`src/shared/bitrate_pkg.sv`:
```
// Purpose: shared constants and types for the multichannel bit-rate generator
// Assumes: 20 MHz aclk; master timing arrives as a sampled level
// Notes: register map sits on a 32-bit AXI4-Lite slave
package bitrate_pkg;
  localparam int unsigned aclk_hz = 20000000;
  // register byte offsets
  localparam logic [3:0] ctrl_offset = 4'h0;
  localparam logic [3:0] status_offset = 4'h4;
  // control field positions and reset values
  localparam int unsigned ctrl_rate_lsb = 0;
  localparam int unsigned ctrl_aux_bit = 4;
  localparam int unsigned ctrl_ext_sel_bit = 5;
  localparam int unsigned ctrl_ext_in_bit = 6;
  localparam int unsigned ctrl_ext_rate_bit = 7;
  localparam logic [31:0] ctrl_reset = 32'h0000_0020;
  // divider chain counts
  localparam int unsigned div_1800_short = 5;
  localparam int unsigned div_1800_long = 6;
  localparam int unsigned div_110 = 22;
  localparam int unsigned div_134 = 18;
  localparam int unsigned div_200 = 6;
  localparam int unsigned div_50 = 4;
  localparam logic [1:0] resp_okay = 2'h0;
  localparam logic [1:0] resp_slverr = 2'h2;

  typedef struct packed {
    logic [2:0] channel_index;
    logic bit_rate;
    logic master_timing;
  } scan_out_type;

  typedef enum logic [2:0] {
    init_idle = 3'b001,
    init_reset = 3'b010,
    init_run = 3'b100
  } init_state_type;
endpackage

```
`src/core/bitrate_gen.sv`:
```
// Purpose: programmable 16x bit-rate generator with 3-bit channel scan
// Assumes: master timing is a sampled level; one rising edge per master cycle
// Notes: registers over AXI4-Lite; ctrl rate and aux bits may also be driven from pins
//
// Functional notes
// RULE1 - top bit low: 0,1 aux input; then 50,75,134.5,200,600,2400 baud
// RULE2 - top bit high: 9600,4800,1800,1200,2400,300,150,110 baud
// RULE3 - every selected output toggles at sixteen times its nominal bit rate
// RULE4 - output flop captures the chosen frequency on each rising master edge
// RULE5 - same edge advances scan counter; output shows previously indexed channel
// RULE6 - clock output high in first half of master cycle; latch reads when low
// RULE7 - outside logic presents channel's rate code before the next master edge
// RULE8 - index bits 0,1 address two four-word files, bit 2 picks the file
// RULE9 - scan refreshes every channel at least once per 9600-baud half cycle
// RULE10 - for 19200 baud, index bit 2 feeds aux input, four channels only
// RULE11 - jumper decoder drives one channel's fixed code; links pull bits low
// RULE12 - single channel five-way switch picks 110..2400 with one bit low
// RULE13 - outside eight-stage shift register holds each channel one scan back
// RULE14 - outside equivalence gate goes low when channel value changed
// RULE15 - outside decoder pulses channel low in clock low half, giving 32x
// RULE16 - select high uses oscillator; low uses external timing; source on clock out
// RULE17 - first high phase of external timing clears all counters
// RULE18 - 1800 baud derived from 9600 dividing alternately by five and six; code divides by 5,6,5 in turn (16/3)
// RULE19 - master timing drives 3-bit scan counter that prescales divider chains
// RULE20 - divider chains run freely regardless of the rate code
//
// The address map and register access over AXI4-Lite are this design's own decisions.
`timescale 1ns/1ps
`default_nettype none
module bitrate_gen
  import bitrate_pkg::*;
(
  input wire logic aclk, // system clock
  input wire logic aresetn, // synchronous reset, active low
  input wire logic osc_timing_in, // on-chip oscillator level
  input wire logic [31:0] s_axi_awaddr, // write address
  input wire logic s_axi_awvalid, // write address valid
  output logic s_axi_awready, // write address ready
  input wire logic [31:0] s_axi_wdata, // write data
  input wire logic [3:0] s_axi_wstrb, // write strobes
  input wire logic s_axi_wvalid, // write data valid
  output logic s_axi_wready, // write data ready
  output logic [1:0] s_axi_bresp, // write response
  output logic s_axi_bvalid, // write response valid
  input wire logic s_axi_bready, // write response ready
  input wire logic [31:0] s_axi_araddr, // read address
  input wire logic s_axi_arvalid, // read address valid
  output logic s_axi_arready, // read address ready
  output logic [31:0] s_axi_rdata, // read data
  output logic [1:0] s_axi_rresp, // read response
  output logic s_axi_rvalid, // read data valid
  input wire logic s_axi_rready, // read data ready
  input wire logic rate_pins_en, // high: rate code and aux from pins
  input wire logic [3:0] rate_code, // rate code pins
  input wire logic aux_mux_input, // auxiliary multiplexed input pin
  output bitrate_pkg::scan_out_type scan_out // index, bit rate, clock out
);
  import bitrate_pkg::*;

  ////////////////////////////////////////////////////////////////////////////
  // register file
  logic [31:0] ctrl_ff;
  logic aw_held_ff, w_held_ff;
  logic [31:0] awaddr_ff, wdata_ff;
  logic [3:0] wstrb_ff;
  logic bvalid_ff, rvalid_ff;
  logic [1:0] bresp_ff, rresp_ff;
  logic [31:0] rdata_ff;
  logic do_write;

  assign s_axi_awready = !aw_held_ff && !bvalid_ff;
  assign s_axi_wready = !w_held_ff && !bvalid_ff;
  assign s_axi_arready = !rvalid_ff;
  assign s_axi_bvalid = bvalid_ff;
  assign s_axi_bresp = bresp_ff;
  assign s_axi_rvalid = rvalid_ff;
  assign s_axi_rresp = rresp_ff;
  assign s_axi_rdata = rdata_ff;
  assign do_write = aw_held_ff && w_held_ff && !bvalid_ff;

  always_ff @(posedge aclk) begin
    if (!aresetn) begin
      aw_held_ff <= 1'b0;
      w_held_ff <= 1'b0;
      awaddr_ff <= 32'h0;
      wdata_ff <= 32'h0;
      wstrb_ff <= 4'h0;
    end else begin
      if (s_axi_awvalid && s_axi_awready) begin
        aw_held_ff <= 1'b1;
        awaddr_ff <= s_axi_awaddr;
      end else if (do_write) begin
        aw_held_ff <= 1'b0;
      end
      if (s_axi_wvalid && s_axi_wready) begin
        w_held_ff <= 1'b1;
        wdata_ff <= s_axi_wdata;
        wstrb_ff <= s_axi_wstrb;
      end else if (do_write) begin
        w_held_ff <= 1'b0;
      end
    end
  end

  always_ff @(posedge aclk) begin
    if (!aresetn) begin
      ctrl_ff <= ctrl_reset;
      bvalid_ff <= 1'b0;
      bresp_ff <= resp_okay;
    end else if (do_write) begin
      bvalid_ff <= 1'b1;
      if (awaddr_ff[3:0] == ctrl_offset && awaddr_ff[31:4] == 28'h0) begin
        bresp_ff <= resp_okay;
        if (wstrb_ff[0]) begin
          ctrl_ff[7:0] <= wdata_ff[7:0];
        end
      end else begin
        bresp_ff <= (awaddr_ff[3:0] == status_offset && awaddr_ff[31:4] == 28'h0)
                    ? resp_okay : resp_slverr;
      end
    end else if (bvalid_ff && s_axi_bready) begin
      bvalid_ff <= 1'b0;
    end
  end

  ////////////////////////////////////////////////////////////////////////////
  // master timing source and initialization
  logic [3:0] code;
  logic aux_level, ext_sel_n, ext_in, master_lvl, master_d_ff, master_rise;
  init_state_type init_ff;
  logic run, ext_sel_d_ff;

  assign code = rate_pins_en ? rate_code : ctrl_ff[ctrl_rate_lsb +: 4];
  assign aux_level = rate_pins_en ? aux_mux_input : ctrl_ff[ctrl_aux_bit];
  assign ext_sel_n = ctrl_ff[ctrl_ext_sel_bit];
  assign ext_in = ctrl_ff[ctrl_ext_in_bit];
  assign master_lvl = ext_sel_n ? osc_timing_in : ext_in; // [RULE16]
  assign run = (init_ff == init_run);
  assign master_rise = master_lvl && !master_d_ff && run;

  always_ff @(posedge aclk) begin
    if (!aresetn) begin
      master_d_ff <= 1'b0;
    end else begin
      master_d_ff <= master_lvl;
    end
  end

  // external timing: first high phase holds counters in reset [RULE17]
  // only the switch to external timing arms the reset; later pulses just count
  always_ff @(posedge aclk) begin
    if (!aresetn) begin
      init_ff <= init_run;
      ext_sel_d_ff <= ctrl_reset[ctrl_ext_sel_bit];
    end else begin
      ext_sel_d_ff <= ext_sel_n;
      case (init_ff)
        init_run: if (!ext_sel_n && ext_sel_d_ff) init_ff <= ext_in ? init_reset : init_idle;
        init_idle: begin
          if (ext_sel_n) init_ff <= init_run;
          else if (ext_in) init_ff <= init_reset;
        end
        init_reset: if (ext_sel_n || !ext_in) init_ff <= init_run;
        default: init_ff <= init_run;
      endcase
    end
  end

  ////////////////////////////////////////////////////////////////////////////
  // scan counter and free-running divider chains [RULE19] [RULE20]
  logic [2:0] scan_ff;
  logic [7:0] bin_ff;
  logic [2:0] cnt_1800_ff;
  logic [1:0] phase_1800_ff;
  logic out_1800_ff;
  logic [4:0] cnt_110_ff, cnt_134_ff;
  logic out_110_ff, out_134_ff;
  logic [2:0] cnt_200_ff;
  logic out_200_ff;
  logic [1:0] cnt_50_ff;
  logic out_50_ff;
  logic scan_wrap, bin_tick;
  logic tick_9600, tick_2400, tick_1200, tick_200;
  logic [2:0] lim_1800;

  assign scan_wrap = master_rise && scan_ff == 3'h7;
  assign bin_tick = scan_wrap;
  // a counter bit toggles when all lower bits are one as the chain advances
  assign tick_9600 = bin_tick;
  assign tick_2400 = bin_tick && bin_ff[1:0] == 2'h3;
  assign tick_1200 = bin_tick && bin_ff[2:0] == 3'h7;
  // ticks come every half period of their source, so a full count is one output half
  assign tick_200 = tick_1200 && cnt_200_ff == 3'(div_200 - 1);
  assign lim_1800 = (phase_1800_ff == 2'h1) ? 3'(div_1800_long - 1)
                                            : 3'(div_1800_short - 1);

  always_ff @(posedge aclk) begin
    if (!aresetn || init_ff == init_reset) begin
      scan_ff <= 3'h0;
      bin_ff <= 8'h0;
    end else begin
      if (master_rise) scan_ff <= scan_ff + 3'h1;
      if (bin_tick) bin_ff <= bin_ff + 8'h1;
    end
  end

  // 16/3 on 9600 edges: half periods 5,6,5 -> three outputs per 16 [RULE18]
  always_ff @(posedge aclk) begin
    if (!aresetn || init_ff == init_reset) begin
      cnt_1800_ff <= 3'h0;
      phase_1800_ff <= 2'h0;
      out_1800_ff <= 1'b0;
    end else if (tick_9600) begin
      if (cnt_1800_ff == lim_1800) begin
        cnt_1800_ff <= 3'h0;
        out_1800_ff <= !out_1800_ff;
        phase_1800_ff <= (phase_1800_ff == 2'h2) ? 2'h0 : phase_1800_ff + 2'h1;
      end else begin
        cnt_1800_ff <= cnt_1800_ff + 3'h1;
      end
    end
  end

  always_ff @(posedge aclk) begin
    if (!aresetn || init_ff == init_reset) begin
      cnt_110_ff <= 5'h0;
      cnt_134_ff <= 5'h0;
      out_110_ff <= 1'b0;
      out_134_ff <= 1'b0;
    end else if (tick_2400) begin
      cnt_110_ff <= (cnt_110_ff == 5'(div_110 - 1)) ? 5'h0 : cnt_110_ff + 5'h1;
      if (cnt_110_ff == 5'(div_110 - 1)) out_110_ff <= !out_110_ff;
      cnt_134_ff <= (cnt_134_ff == 5'(div_134 - 1)) ? 5'h0 : cnt_134_ff + 5'h1;
      if (cnt_134_ff == 5'(div_134 - 1)) out_134_ff <= !out_134_ff;
    end
  end

  always_ff @(posedge aclk) begin
    if (!aresetn || init_ff == init_reset) begin
      cnt_200_ff <= 3'h0;
      out_200_ff <= 1'b0;
      cnt_50_ff <= 2'h0;
      out_50_ff <= 1'b0;
    end else if (tick_1200) begin
      cnt_200_ff <= tick_200 ? 3'h0 : cnt_200_ff + 3'h1;
      if (tick_200) begin
        out_200_ff <= !out_200_ff;
        if (out_200_ff) begin
          cnt_50_ff <= (cnt_50_ff == 2'(div_50 / 2 - 1)) ? 2'h0 : cnt_50_ff + 2'h1;
          if (cnt_50_ff == 2'(div_50 / 2 - 1)) out_50_ff <= !out_50_ff;
        end
      end
    end
  end

  ////////////////////////////////////////////////////////////////////////////
  // rate multiplexer; each source is already 16x its baud [RULE3]
  logic sel_freq;
  always_comb begin
    case (code)
      4'h0, 4'h1: sel_freq = aux_level; // [RULE1] [RULE10]
      4'h2: sel_freq = out_50_ff; // [RULE1]
      4'h3: sel_freq = bin_ff[7];
      4'h4: sel_freq = out_134_ff;
      4'h5: sel_freq = out_200_ff;
      4'h6: sel_freq = bin_ff[4];
      4'h7: sel_freq = bin_ff[2];
      4'h8: sel_freq = bin_ff[0]; // [RULE2]
      4'h9: sel_freq = bin_ff[1];
      4'hA: sel_freq = out_1800_ff;
      4'hB: sel_freq = bin_ff[3];
      4'hC: sel_freq = bin_ff[2];
      4'hD: sel_freq = bin_ff[5];
      4'hE: sel_freq = bin_ff[6];
      4'hF: sel_freq = out_110_ff; // [RULE2]
      default: sel_freq = 1'b0;
    endcase
  end

  ////////////////////////////////////////////////////////////////////////////
  // output storage: captured on the edge that also advances scan [RULE4] [RULE5]
  logic bit_rate_ff;
  always_ff @(posedge aclk) begin
    if (!aresetn || init_ff == init_reset) begin
      bit_rate_ff <= 1'b0;
    end else if (master_rise) begin
      bit_rate_ff <= sel_freq; // [RULE7] [RULE9]
    end
  end

  // clock out follows master level: high first half, low second half [RULE6]
  logic clk_out_ff;
  always_ff @(posedge aclk) begin
    if (!aresetn) begin
      clk_out_ff <= 1'b0;
    end else begin
      clk_out_ff <= master_lvl;
    end
  end

  assign scan_out.channel_index = scan_ff; // [RULE8]
  assign scan_out.bit_rate = bit_rate_ff;
  assign scan_out.master_timing = clk_out_ff;

  // status read shows live scan, output and init state
  always_ff @(posedge aclk) begin
    if (!aresetn) begin
      rvalid_ff <= 1'b0;
      rresp_ff <= resp_okay;
      rdata_ff <= 32'h0;
    end else if (s_axi_arvalid && s_axi_arready) begin
      rvalid_ff <= 1'b1;
      rresp_ff <= resp_okay;
      if (s_axi_araddr[31:4] != 28'h0) begin
        rresp_ff <= resp_slverr;
        rdata_ff <= 32'h0;
      end else if (s_axi_araddr[3:0] == ctrl_offset) begin
        rdata_ff <= {24'h0, ctrl_ff[7:0]};
      end else if (s_axi_araddr[3:0] == status_offset) begin
        rdata_ff <= {24'h0, 1'b0, init_ff, clk_out_ff, bit_rate_ff, scan_ff[1:0]} |
                    {21'h0, scan_ff[2], 10'h0};
      end else begin
        rresp_ff <= resp_slverr;
        rdata_ff <= 32'h0;
      end
    end else if (rvalid_ff && s_axi_rready) begin
      rvalid_ff <= 1'b0;
    end
  end
endmodule
`default_nettype wire

```
`config.mk`:
```
export PLATFORM = sky130hd
export DESIGN_NAME = bitrate_gen
export DESIGN_NICKNAME = d
export VERILOG_FILES = /design/src/shared/bitrate_pkg.sv /design/src/core/bitrate_gen.sv
export SDC_FILE = /design/constraint.sdc
export NUM_CORES = 1
export LEC_CHECK = 0
export ABC_AREA = 0
export BUFFER_PORTS_ARGS = -buffer_cell sky130_fd_sc_hd__buf_4
export CELL_PAD_IN_SITES_DETAIL_PLACEMENT = 0
export CELL_PAD_IN_SITES_GLOBAL_PLACEMENT = 1
export CORE_AREA = 4 4 116 118
export CTS_BUF_LIST = sky130_fd_sc_hd__clkbuf_4 sky130_fd_sc_hd__clkbuf_8
export DETAILED_ROUTE_END_ITERATION = 10
export DIE_AREA = 0 0 120 122
export HOLD_SLACK_MARGIN = 0.08
export PLACE_DENSITY_LB_ADDON = 0.1
export RECOVER_POWER = 25
export SYNTH_ARGS = -nofsm -noshare
export SYNTH_HDL_FRONTEND = slang
export SYNTH_SLANG_ARGS = --single-unit
```
`constraint.sdc`:
```
create_clock -name aclk -period 3.4 [get_ports aclk]
set_input_delay 0.17 -clock aclk [delete_from_list [all_inputs] [get_ports aclk]]
set_output_delay 0.17 -clock aclk [all_outputs]
set_load 0.05 [all_outputs]
```
# == Word-level counts from Yosys, hierarchy flattened ==
# Index checks and enable logic that the tools add are counted.
# totals
inputBits,114
word_cells,154
out_inout_bits,46
regBits,131
# op_classes
n_mux,32
n_eq_ne,33
addsub,8
reduce_logical,52
bitwise_logic,1
# ops
op,n
$mux W11,3
$eq A4 B4 Y1 const B,8
$logic_not A28 Y1,1
$reduce_bool A28 Y1,1
$eq A4 B3 Y1 const B,6
$logic_and A1 B1 Y1,18
$mux W3,6
$mux W2,8
$pmux W1 S14,1
$logic_not A1 Y1,13
$eq A3 B3 Y1 const B,4
$logic_not A4 Y1,3
$or A7 B11 Y11,1
$add A5 B1 Y5 const B,2
$eq A5 B5 Y1 const B,2
$mux W1,10
$mux W5,2
$add A3 B1 Y3 const B,3
$pmux W3 S3,1
$reduce_and A3 Y1,3
$add A8 B1 Y8 const B,1
$eq A4 B2 Y1 const B,2
$reduce_and A2 Y1,4
$reduce_bool A2 Y1,4
14 further kinds,19

# == Longest topological paths before layout ==
# Gate-level depths: netlist of run 1.
# logic_depth
ltp_word,7
depth_mapped,8
depth_no_buf,7

# == Worst setup path before layout of run 1 ==
# No wires, ideal clock.
# synth_path
path_type,register to register
startpoint,reg bvalid_ff (netlist: s_axi_bvalid)
endpoint,reg awaddr_ff[0]
path_buffers,2
required_time_ps,3324
stages_incl_launch_ff,7
t_arrival_ps,2128
setup_ps,76
slack_ps,1197
synth_period_minus_slack_ps,2203
path_cell_list,dfxtp_1 nor2_1 and2_1 clkbuf_1 clkbuf_1 nand2_1 a21boi_0
# synth_between
elab_chain_cells,3
# synth_lines
element,line_no,rtl
start: declaration,bitrate_gen.sv:66,"logic bvalid_ff, rvalid_ff;"
start signal: assignment,bitrate_gen.sv:108,bvalid_ff <= 1'b0;
start signal: assignment,bitrate_gen.sv:111,bvalid_ff <= 1'b1;
start signal: assignment,bitrate_gen.sv:122,bvalid_ff <= 1'b0;
$logic_not A1 Y1,bitrate_gen.sv:71,assign s_axi_awready = !aw_held_ff && !bvalid_ff;
$logic_and A1 B1 Y1,bitrate_gen.sv:71,
named net s_axi_awready,bitrate_gen.sv:38,"output logic s_axi_awready,"
$logic_and A1 B1 Y1,bitrate_gen.sv:89,if (s_axi_awvalid && s_axi_awready) begin
end signal: assignment,bitrate_gen.sv:91,awaddr_ff <= s_axi_awaddr;
end: declaration,bitrate_gen.sv:64,"logic [31:0] awaddr_ff, wdata_ff;"
# The timed path passes the listed nets, and every way through them passes these cells.
# A chain may end at the register's enable or synchronous reset.

# == Worst setup path in the final report of run 1 ==
# layout_path
startpoint,reg init_ff[2]
endpoint,reg phase_1800_ff[0]
# layout_between
elab_chain_cells,4
elab_cells_between_ends,6
cone_classes,eq/ne (2); reduce/logical (4)
# layout_lines
element,line_no,rtl
start: declaration,bitrate_gen.sv:130,init_state_type init_ff;
start signal: assignment,bitrate_gen.sv:153,init_ff <= init_run;
start signal: assignment,bitrate_gen.sv:158,init_run: if (!ext_sel_n && ext_sel_d_ff) init_ff <= ext_in ? init_reset : init_idle;
start signal: assignment,bitrate_gen.sv:160,if (ext_sel_n) init_ff <= init_run;
$eq A3 B3 Y1,bitrate_gen.sv:138,assign run = (init_ff == init_run);
$logic_and A1 B1 Y1,bitrate_gen.sv:139,assign master_rise = master_lvl && !master_d_ff && run;
$logic_and A1 B1 Y1,bitrate_gen.sv:186,assign scan_wrap = master_rise && scan_ff == 3'h7;
$reduce_and A2 Y1 (no source line),-,
end signal: assignment,bitrate_gen.sv:217,phase_1800_ff <= (phase_1800_ff == 2'h2) ? 2'h0 : phase_1800_ff + 2'h1;
end: declaration,bitrate_gen.sv:174,logic [1:0] phase_1800_ff;
# Several ways; a longest one is shown, not always the timed one.

==> results of run 1 <==
-- metal layers --
metal | wire (µm) | track usage [%] | up-vias
met5 | 0 | 0 | -
met1 | 5180 | 19.7 | 1992
li1 | - | - | 2262
met2 | 5900 | 28.2 | 77
met4 | 100 | 3.87 | 0
met3 | 481 | 4.69 | 13
-- cell usage in the layout (no fill, tap or decap), types with 13 or more instances in the layout --
cell and count:
a21boi_0 44, a21oi_1 20, buf_4 88, clkbuf_1 19, conb_1 25, dfxtp_1 106
dlygate4sd3_1 44, inv_1 13, mux2i_1 21, nand2_1 121, nor2_1 38, nor2b_1 14
nor4_1 13, o21ai_0 18
-- where the power goes --
group | internal [mW] | switching, mW
clock | 0.381 | 0.403
combinational | 0.160 | 0.225
sequential | 1.28 | 0.0244
total | 1.82 | 0.653
-- sequential cells by signal, indices dropped and copies added (netlist names), 2 cells and up --
signal and cells:
scan_ff 3, bin_ff 8, wdata_ff 8, cnt_50_ff 2, cnt_1800_ff 3, cnt_110_ff 5, cnt_200_ff 3, awaddr_ff 32
ctrl_ff 8, s_axi_rdata 9, init_ff 3, phase_1800_ff 2, cnt_134_ff 5
-- area by class of cell --
| class | count | area share (%) |
|---|---|---|
| inverters | 13 | 0.762 |
| multi-input cells | 451 | 41.3 |
| clock buffers | 12 | 2.48 |
| repair buffers | 152 | 18.4 |
| flip-flops and latches | 106 | 33.1 |
| clock inverters | 2 | 0.586 |
| well taps | 172 | 3.36 |
-- worst paths after layout --
check	to	slack, ps	depth (start not counted)
setup / recovery	phase_1800_ff[0]$_SDFFE_PP0P_	1140	5
hold / removal	s_axi_rdata[7]$_SDFFE_PN0P_	210	3
setup reg to reg	phase_1800_ff[0]$_SDFFE_PP0P_	1140	5
hold reg to reg	cnt_50_ff[1]$_SDFFE_PP0P_	440	2
-- kinds of logic (layout without fill, tap and decap cells) --
family	Yosys count	after routing	synth area share [%]
xor gates and xnor gates	16	16	2.78
AOI/OAI and AO/OA	109	109	14.6
muxes	25	25	5.07
and+or+nand+nor	265	265	25.4
buffers and inverters	69	179	7.23
DFF	106	106	42.1
other	1	25	0.0745
adders and majority gates	11	11	2.73
-- what timing repair did --
item | in CTS | in global routing
gates resized for setup | 0 | 0
hold buffers | 44 | 0
hold endpoints to repair | 43 | 0
-- per-stage QoR --
step | instances | total power [mW] | setup slack [ps] | instance area [µm²]
after floorplan | 626 | 1.58 | 1200 | 5130
after global placement | 850 | 1.68 | 1240 | 5840
after detailed placement | 850 | 1.69 | 1150 | 5840
after global routing | 908 | 2.60 | 889 | 6410
final | 908 | 2.48 | 1140 | 6410
after CTS | 908 | 2.52 | 1130 | 6480
-- critical path, stage by stage (launching register included) --
cell	delay (ps)
dfxtp_1	450
nor3b_2	350
and4_1	540
nand4b_1	330
or3_1	380
a21oi_1	130
==> results.sh, run 1 <==
export IMPL_io_pins=160
export IMPL_cts_tree="built"
export IMPL_syn_inst=602
export IMPL_p_per_area_nw_per_um2=386
export IMPL_synth_common_cells="121 x nand2_1, 106 x dfxtp_1, 44 x a21boi_0, 38 x nor2_1, 27 x buf_4"
export IMPL_vdd_ir_drop_max_uv=262
export IMPL_post_cts_buffers=0
export IMPL_root_buffer="clkbuf_8"
export IMPL_crit_path_end_kind="flip-flop"
export IMPL_yosysSeqAreaShare_pct=42.1
export IMPL_hold_start="s_axi_araddr[2]"
export IMPL_synth_edf_count=0
export IMPL_p_leak_nw=2.54
export IMPL_gp_congestion=0.757
export IMPL_synth_seq_cells=106
export IMPL_skew_ps=9.14
export IMPL_rows=41
export IMPL_dieWidth_um=120
export IMPL_die_area_um2=14600
export IMPL_die_h_um=122
export IMPL_synth_most_common_cell="nand2_1"
export IMPL_antenna_found_initial=0
export IMPL_setup_violations=0
export IMPL_nets=858
export IMPL_max_freq_ghz=0.443
export IMPL_crit_required_ps=3700
export IMPL_core_um2=12500
export IMPL_viasPerCell=4.78
export IMPL_fin_hold_ws_ps=206
export IMPL_crit_path_max_fanout=11
export IMPL_clk_latency_ps=380
export IMPL_portBuffers=107
export IMPL_worstPathArrival_ps=2560
export IMPL_dpl_hpwl_mm=8.37
export IMPL_htreeDepth=3
export IMPL_yosys_area_top_type="dfxtp_1"
export IMPL_wl_per_cell_um=12.8
export IMPL_synth_top_cell_area_share_pct=42.1
export IMPL_grt_setup_unrepaired="no"
export IMPL_drtPass1Iterations=4
export IMPL_setup_tns_ps=0
export IMPL_timing_rr_start="init_ff[2]$_SDFFE_PN1P_"
export IMPL_ant_nets=0
export IMPL_layout_area_seq_um2=2120
export IMPL_wl_mm=11.7
export IMPL_num_antenna_cells=0
export IMPL_vias=4344
export IMPL_final_hold_violation_count=0
export IMPL_maxSlewHeadroom_pct=29.2
export IMPL_drive_gt1_share_pct=15.2
export IMPL_yosysUniqueCellTypes=56
export IMPL_grt_first_pass_wirelength_mm=19.3
export IMPL_netlist_area_um2=5040
export IMPL_synthToLayoutAreaGrowth_pct=27.2
export IMPL_fillers=1254
export IMPL_crit_type="reg -> reg"
export IMPL_slew_violations=0
export IMPL_clk_path_buf_depth=2
export IMPL_synth_area_leaders="dfxtp_1 42%, nand2_1 9.0%, a21boi_0 6.6%, mux2i_1 4.2%, buf_4 4.0%"
export IMPL_grt_ovfl_total=0
export IMPL_max_cap_violations=0
export IMPL_first_global_vias=4210
export IMPL_syn_area_per_cell_um2=8.37
export IMPL_status="complete, no violations"
export IMPL_fin_crit_ps=2260
export IMPL_grt_max_degree=71
export IMPL_path_clk_slew_ps=90
export IMPL_synth_async_sr_flop_share_pct=0
export IMPL_cts_sinks=106
export IMPL_fin_util_pct=51.4
export IMPL_initial_core_util_pct=40.4
export IMPL_multi_input_area_um2=2640
export IMPL_remaining_drc_errors=0
export IMPL_gr_usage_all_layers_pct=16.2
export IMPL_finalCritPeriodShare_pct=66.4
export IMPL_worstSetupStartpoint="init_ff[2]$_SDFFE_PN1P_"
export IMPL_critPathLaunchType="flip-flop"
export IMPL_numCtsBuffers=9
export IMPL_synth_main_ff_cell="dfxtp_1"
export IMPL_worstHoldPathType="in -> reg"
export IMPL_tightest_slew_ps=1060
export IMPL_drt_initial_drc_count=191
export IMPL_ys_warn_count=0
No activity file was read; power rests on OpenSTA's default activity.
==> inputs of run 2 (changes only) <==
- ABC_AREA: 0 -> 1
- CORE_AREA: 4 4 116 118 -> 4 4 121 123
- DIE_AREA: 0 0 120 122 -> 0 0 125 127
- clock period: 3.4 -> 2.1 ns (I/O delays scaled with it)
==> run 2 against run 1 <==
Against the previous run:
- non-clock buffer count rose by 6
- design area fell by 0.74%
- via count rose by 5.0%
- clock power rose by 52%
- total power rose by 65%
- critical path type unchanged
- critical endpoint is now cnt_110_ff[3]$_SDFFE_PP0N_
==> results.sh, run 2 <==
export IMPL_status="complete, no violations"
export IMPL_final_cell_mix="154 x nor2_1, 106 x dfxtp_1, 89 x buf_4"
export IMPL_post_place_ws_ps=258
export IMPL_critPathLaunchType="flip-flop"
export IMPL_synth_most_common_cell="nor2_1"
export IMPL_viasPerCell=4.54
export IMPL_syn_inst=673
export IMPL_cts_repair_resized=0
export IMPL_synth_common_cells="155 x nor2_1, 106 x dfxtp_1, 84 x nand2_1, 66 x o21ai_0, 63 x inv_1"
export IMPL_rows=43
export IMPL_ant_nets=0
export IMPL_portBuffers=107
export IMPL_synthToLayoutAreaGrowth_pct=29.1
export IMPL_cp_slowest_cell="dfxtp_1"
export IMPL_core_um2=13700
export IMPL_yosysSeqAreaShare_pct=43.1
export IMPL_vdd_ir_drop_max_uv=328
export IMPL_dpl_hpwl_mm=8.68
export IMPL_p_per_area_nw_per_um2=642
export IMPL_hold_start="s_axi_awvalid"
export IMPL_remaining_drc_errors=0
export IMPL_nets=946
export IMPL_crit_chain="ha_1, ha_1, inv_1, nor2_8, nand2_4, inv_1, nand2_1, nand2_1, o21bai_1, a21oi_1"
export IMPL_synth_edf_count=0
export IMPL_syn_area_per_cell_um2=7.32
export IMPL_root_buffer="clkbuf_8"
export IMPL_grt_ovfl_total=0
export IMPL_hold_depth=3
export IMPL_maxSlewHeadroom_pct=51.9
export IMPL_skew_ps=8.24
export IMPL_largest_register="awaddr_ff"
export IMPL_clk_path_buf_depth=2
export IMPL_final_common_cell="nor2_1"
export IMPL_crit_path_max_fanout=11
export IMPL_crit_required_ps=2380
export IMPL_final_hold_violation_count=0
export IMPL_initial_core_util_pct=36.0
export IMPL_numCtsBuffers=9
export IMPL_path_clk_slew_ps=110
export IMPL_drive_gt1_share_pct=15.5
export IMPL_finalCritPeriodShare_pct=87.4
export IMPL_die_h_um=127
export IMPL_worstHoldPathType="in -> reg"
export IMPL_yosys_area_top_type="dfxtp_1"
export IMPL_num_antenna_cells=0
export IMPL_ys_warn_count=0
export IMPL_cts_sinks=106
export IMPL_vias=4563
export IMPL_p_leak_nw=2.78
export IMPL_r2r_cells=10
export IMPL_wl_per_cell_um=11.7
export IMPL_fin_hold_ws_ps=155
export IMPL_clk_latency_ps=370
export IMPL_cts_tree="built"
export IMPL_post_route_worst_setup_slack_ps=265
export IMPL_wl_mm=11.8
export IMPL_synth_main_ff_cell="dfxtp_1"
export IMPL_largest_register_ffs=32
export IMPL_setup_violations=0
export IMPL_post_cts_buffers=0
export IMPL_antenna_found_initial=0
export IMPL_reg2reg_slack_ps=270
export IMPL_die_area_um2=15900
export IMPL_netlist_area_um2=4920
export IMPL_gp_congestion=0.791
export IMPL_synth_seq_cells=106
export IMPL_max_cap_violations=0
export IMPL_gr_usage_all_layers_pct=15.3
export IMPL_worstPathArrival_ps=2120
export IMPL_yosysUniqueCellTypes=43
export IMPL_grt_max_degree=55
export IMPL_tightest_slew_ps=721
export IMPL_io_pins=160
export IMPL_synth_top_cell_area_share_pct=43.1
export IMPL_grt_first_pass_wirelength_mm=20.4
export IMPL_htreeDepth=3
export IMPL_fin_crit_ps=1830
export IMPL_max_freq_ghz=0.545
export IMPL_crit_path_end_kind="flip-flop"
export IMPL_crit_type="reg -> reg"
export IMPL_ctsHoldBuffers=47
export IMPL_drtPass1Iterations=4
export IMPL_r2r_end="cnt_110_ff[3]$_SDFFE_PP0N_"
export IMPL_dieWidth_um=125
export IMPL_timing_rr_start="scan_ff[0]$_SDFFE_PP0P_"
export IMPL_synth_area_leaders="dfxtp_1 43%, nor2_1 12%, o21ai_0 6.7%, nand2_1 6.4%, inv_1 4.8%"
export IMPL_first_global_vias=4472
export IMPL_setup_tns_ps=0
export IMPL_synth_async_sr_flop_share_pct=0
export IMPL_cp_slowest_stage_delay_ps=400
export IMPL_slew_violations=0
export IMPL_grt_setup_unrepaired="no"
export IMPL_min_to="aw_held_ff$_SDFFE_PN0P_"
export IMPL_drt_initial_drc_count=127
-- run 2: changes by cell type after synthesis, moves of 18 or more --
cell,previous run,this run
a21oi_1,20,39
nand2_1,121,84
nor2_1,38,155
inv_1,13,63
nand3_1,11,29
mux2i_1,21,1
o21ai_0,18,66
a21boi_0,44,0
-- run 2: cells by family (layout without fill, tap and decap cells) --
kind of cell,count (synthesis),after routing,synth area share (%)
fa+ha+maj,11,11,2.80
other cells,1,25,0.0762
xor+xnor,8,8,1.42
flops,106,106,43.1
simple gates,304,304,27.5
mux,1,1,0.203
buf+inv,114,243,10.9
compound gates,128,128,13.9
-- run 2: worst max-delay path: cells and delay by family (launching register included) --
family,cells,cell delay (ps)
AND/OR/NAND/NOR,4,640
flip-flops,1,400
adder cells (fa/ha/maj),2,290
buffers and inverters,2,230
AO/OA/AOI/OAI,2,190
-- run 2: per-stage QoR --
step	power, mW	cells	utilization [%]	area [µm²]
after floorplan	2.70	697	-	5020
after global placement	2.89	943	42.4	5800
after detailed placement	2.90	943	42.4	5800
after CTS	4.17	1006	47.2	6440
after global routing	4.31	1006	46.5	6360
final	4.09	1006	46.5	6360
-- run 2: worst max-delay path by stage --
stage	startpoint	end	slack, ps	cells past startpoint
after global routing	s_axi_rvalid$_SDFFE_PN0P_	s_axi_rdata[10]$_SDFFE_PN0P_	70	7
after global placement	scan_ff[0]$_SDFFE_PP0P_	cnt_110_ff[3]$_SDFFE_PP0N_	290	10
after CTS	scan_ff[0]$_SDFFE_PP0P_	cnt_110_ff[3]$_SDFFE_PP0N_	250	10
after floorplan	s_axi_bvalid$_SDFFE_PN0P_	wdata_ff[0]$_SDFFE_PN0P_	160	5
final	scan_ff[0]$_SDFFE_PP0P_	cnt_110_ff[3]$_SDFFE_PP0N_	270	10
after detailed placement	scan_ff[0]$_SDFFE_PP0P_	cnt_110_ff[3]$_SDFFE_PP0N_	260	10
-- run 2: routing by layer --
metal	global-route usage (%)	share of wire (%)	vias to the layer above
li1	-	-	2416
met1	19.2	47	2032
met2	26.5	47	99
met3	2.51	4.4	16
met4	5.68	1.8	0
met5	0	0	-
-- run 2: power breakdown --
part | internal, mW | switching (mW)
combinational | 0.283 | 0.455
sequential | 2.11 | 0.0524
clock | 0.442 | 0.746
total | 2.83 | 1.25
-- run 2: cell type report --
type                            instances  area, µm²
Timing Repair Buffer                  158       1220
Sequential cell                       106       2120
Clock buffer                            9        124
Clock inverter                          7       53.8
Multi-Input combinational cell        477       2350
Inverter                               69        259
Tap cell                              180        225
Fill cell                            1391       7310
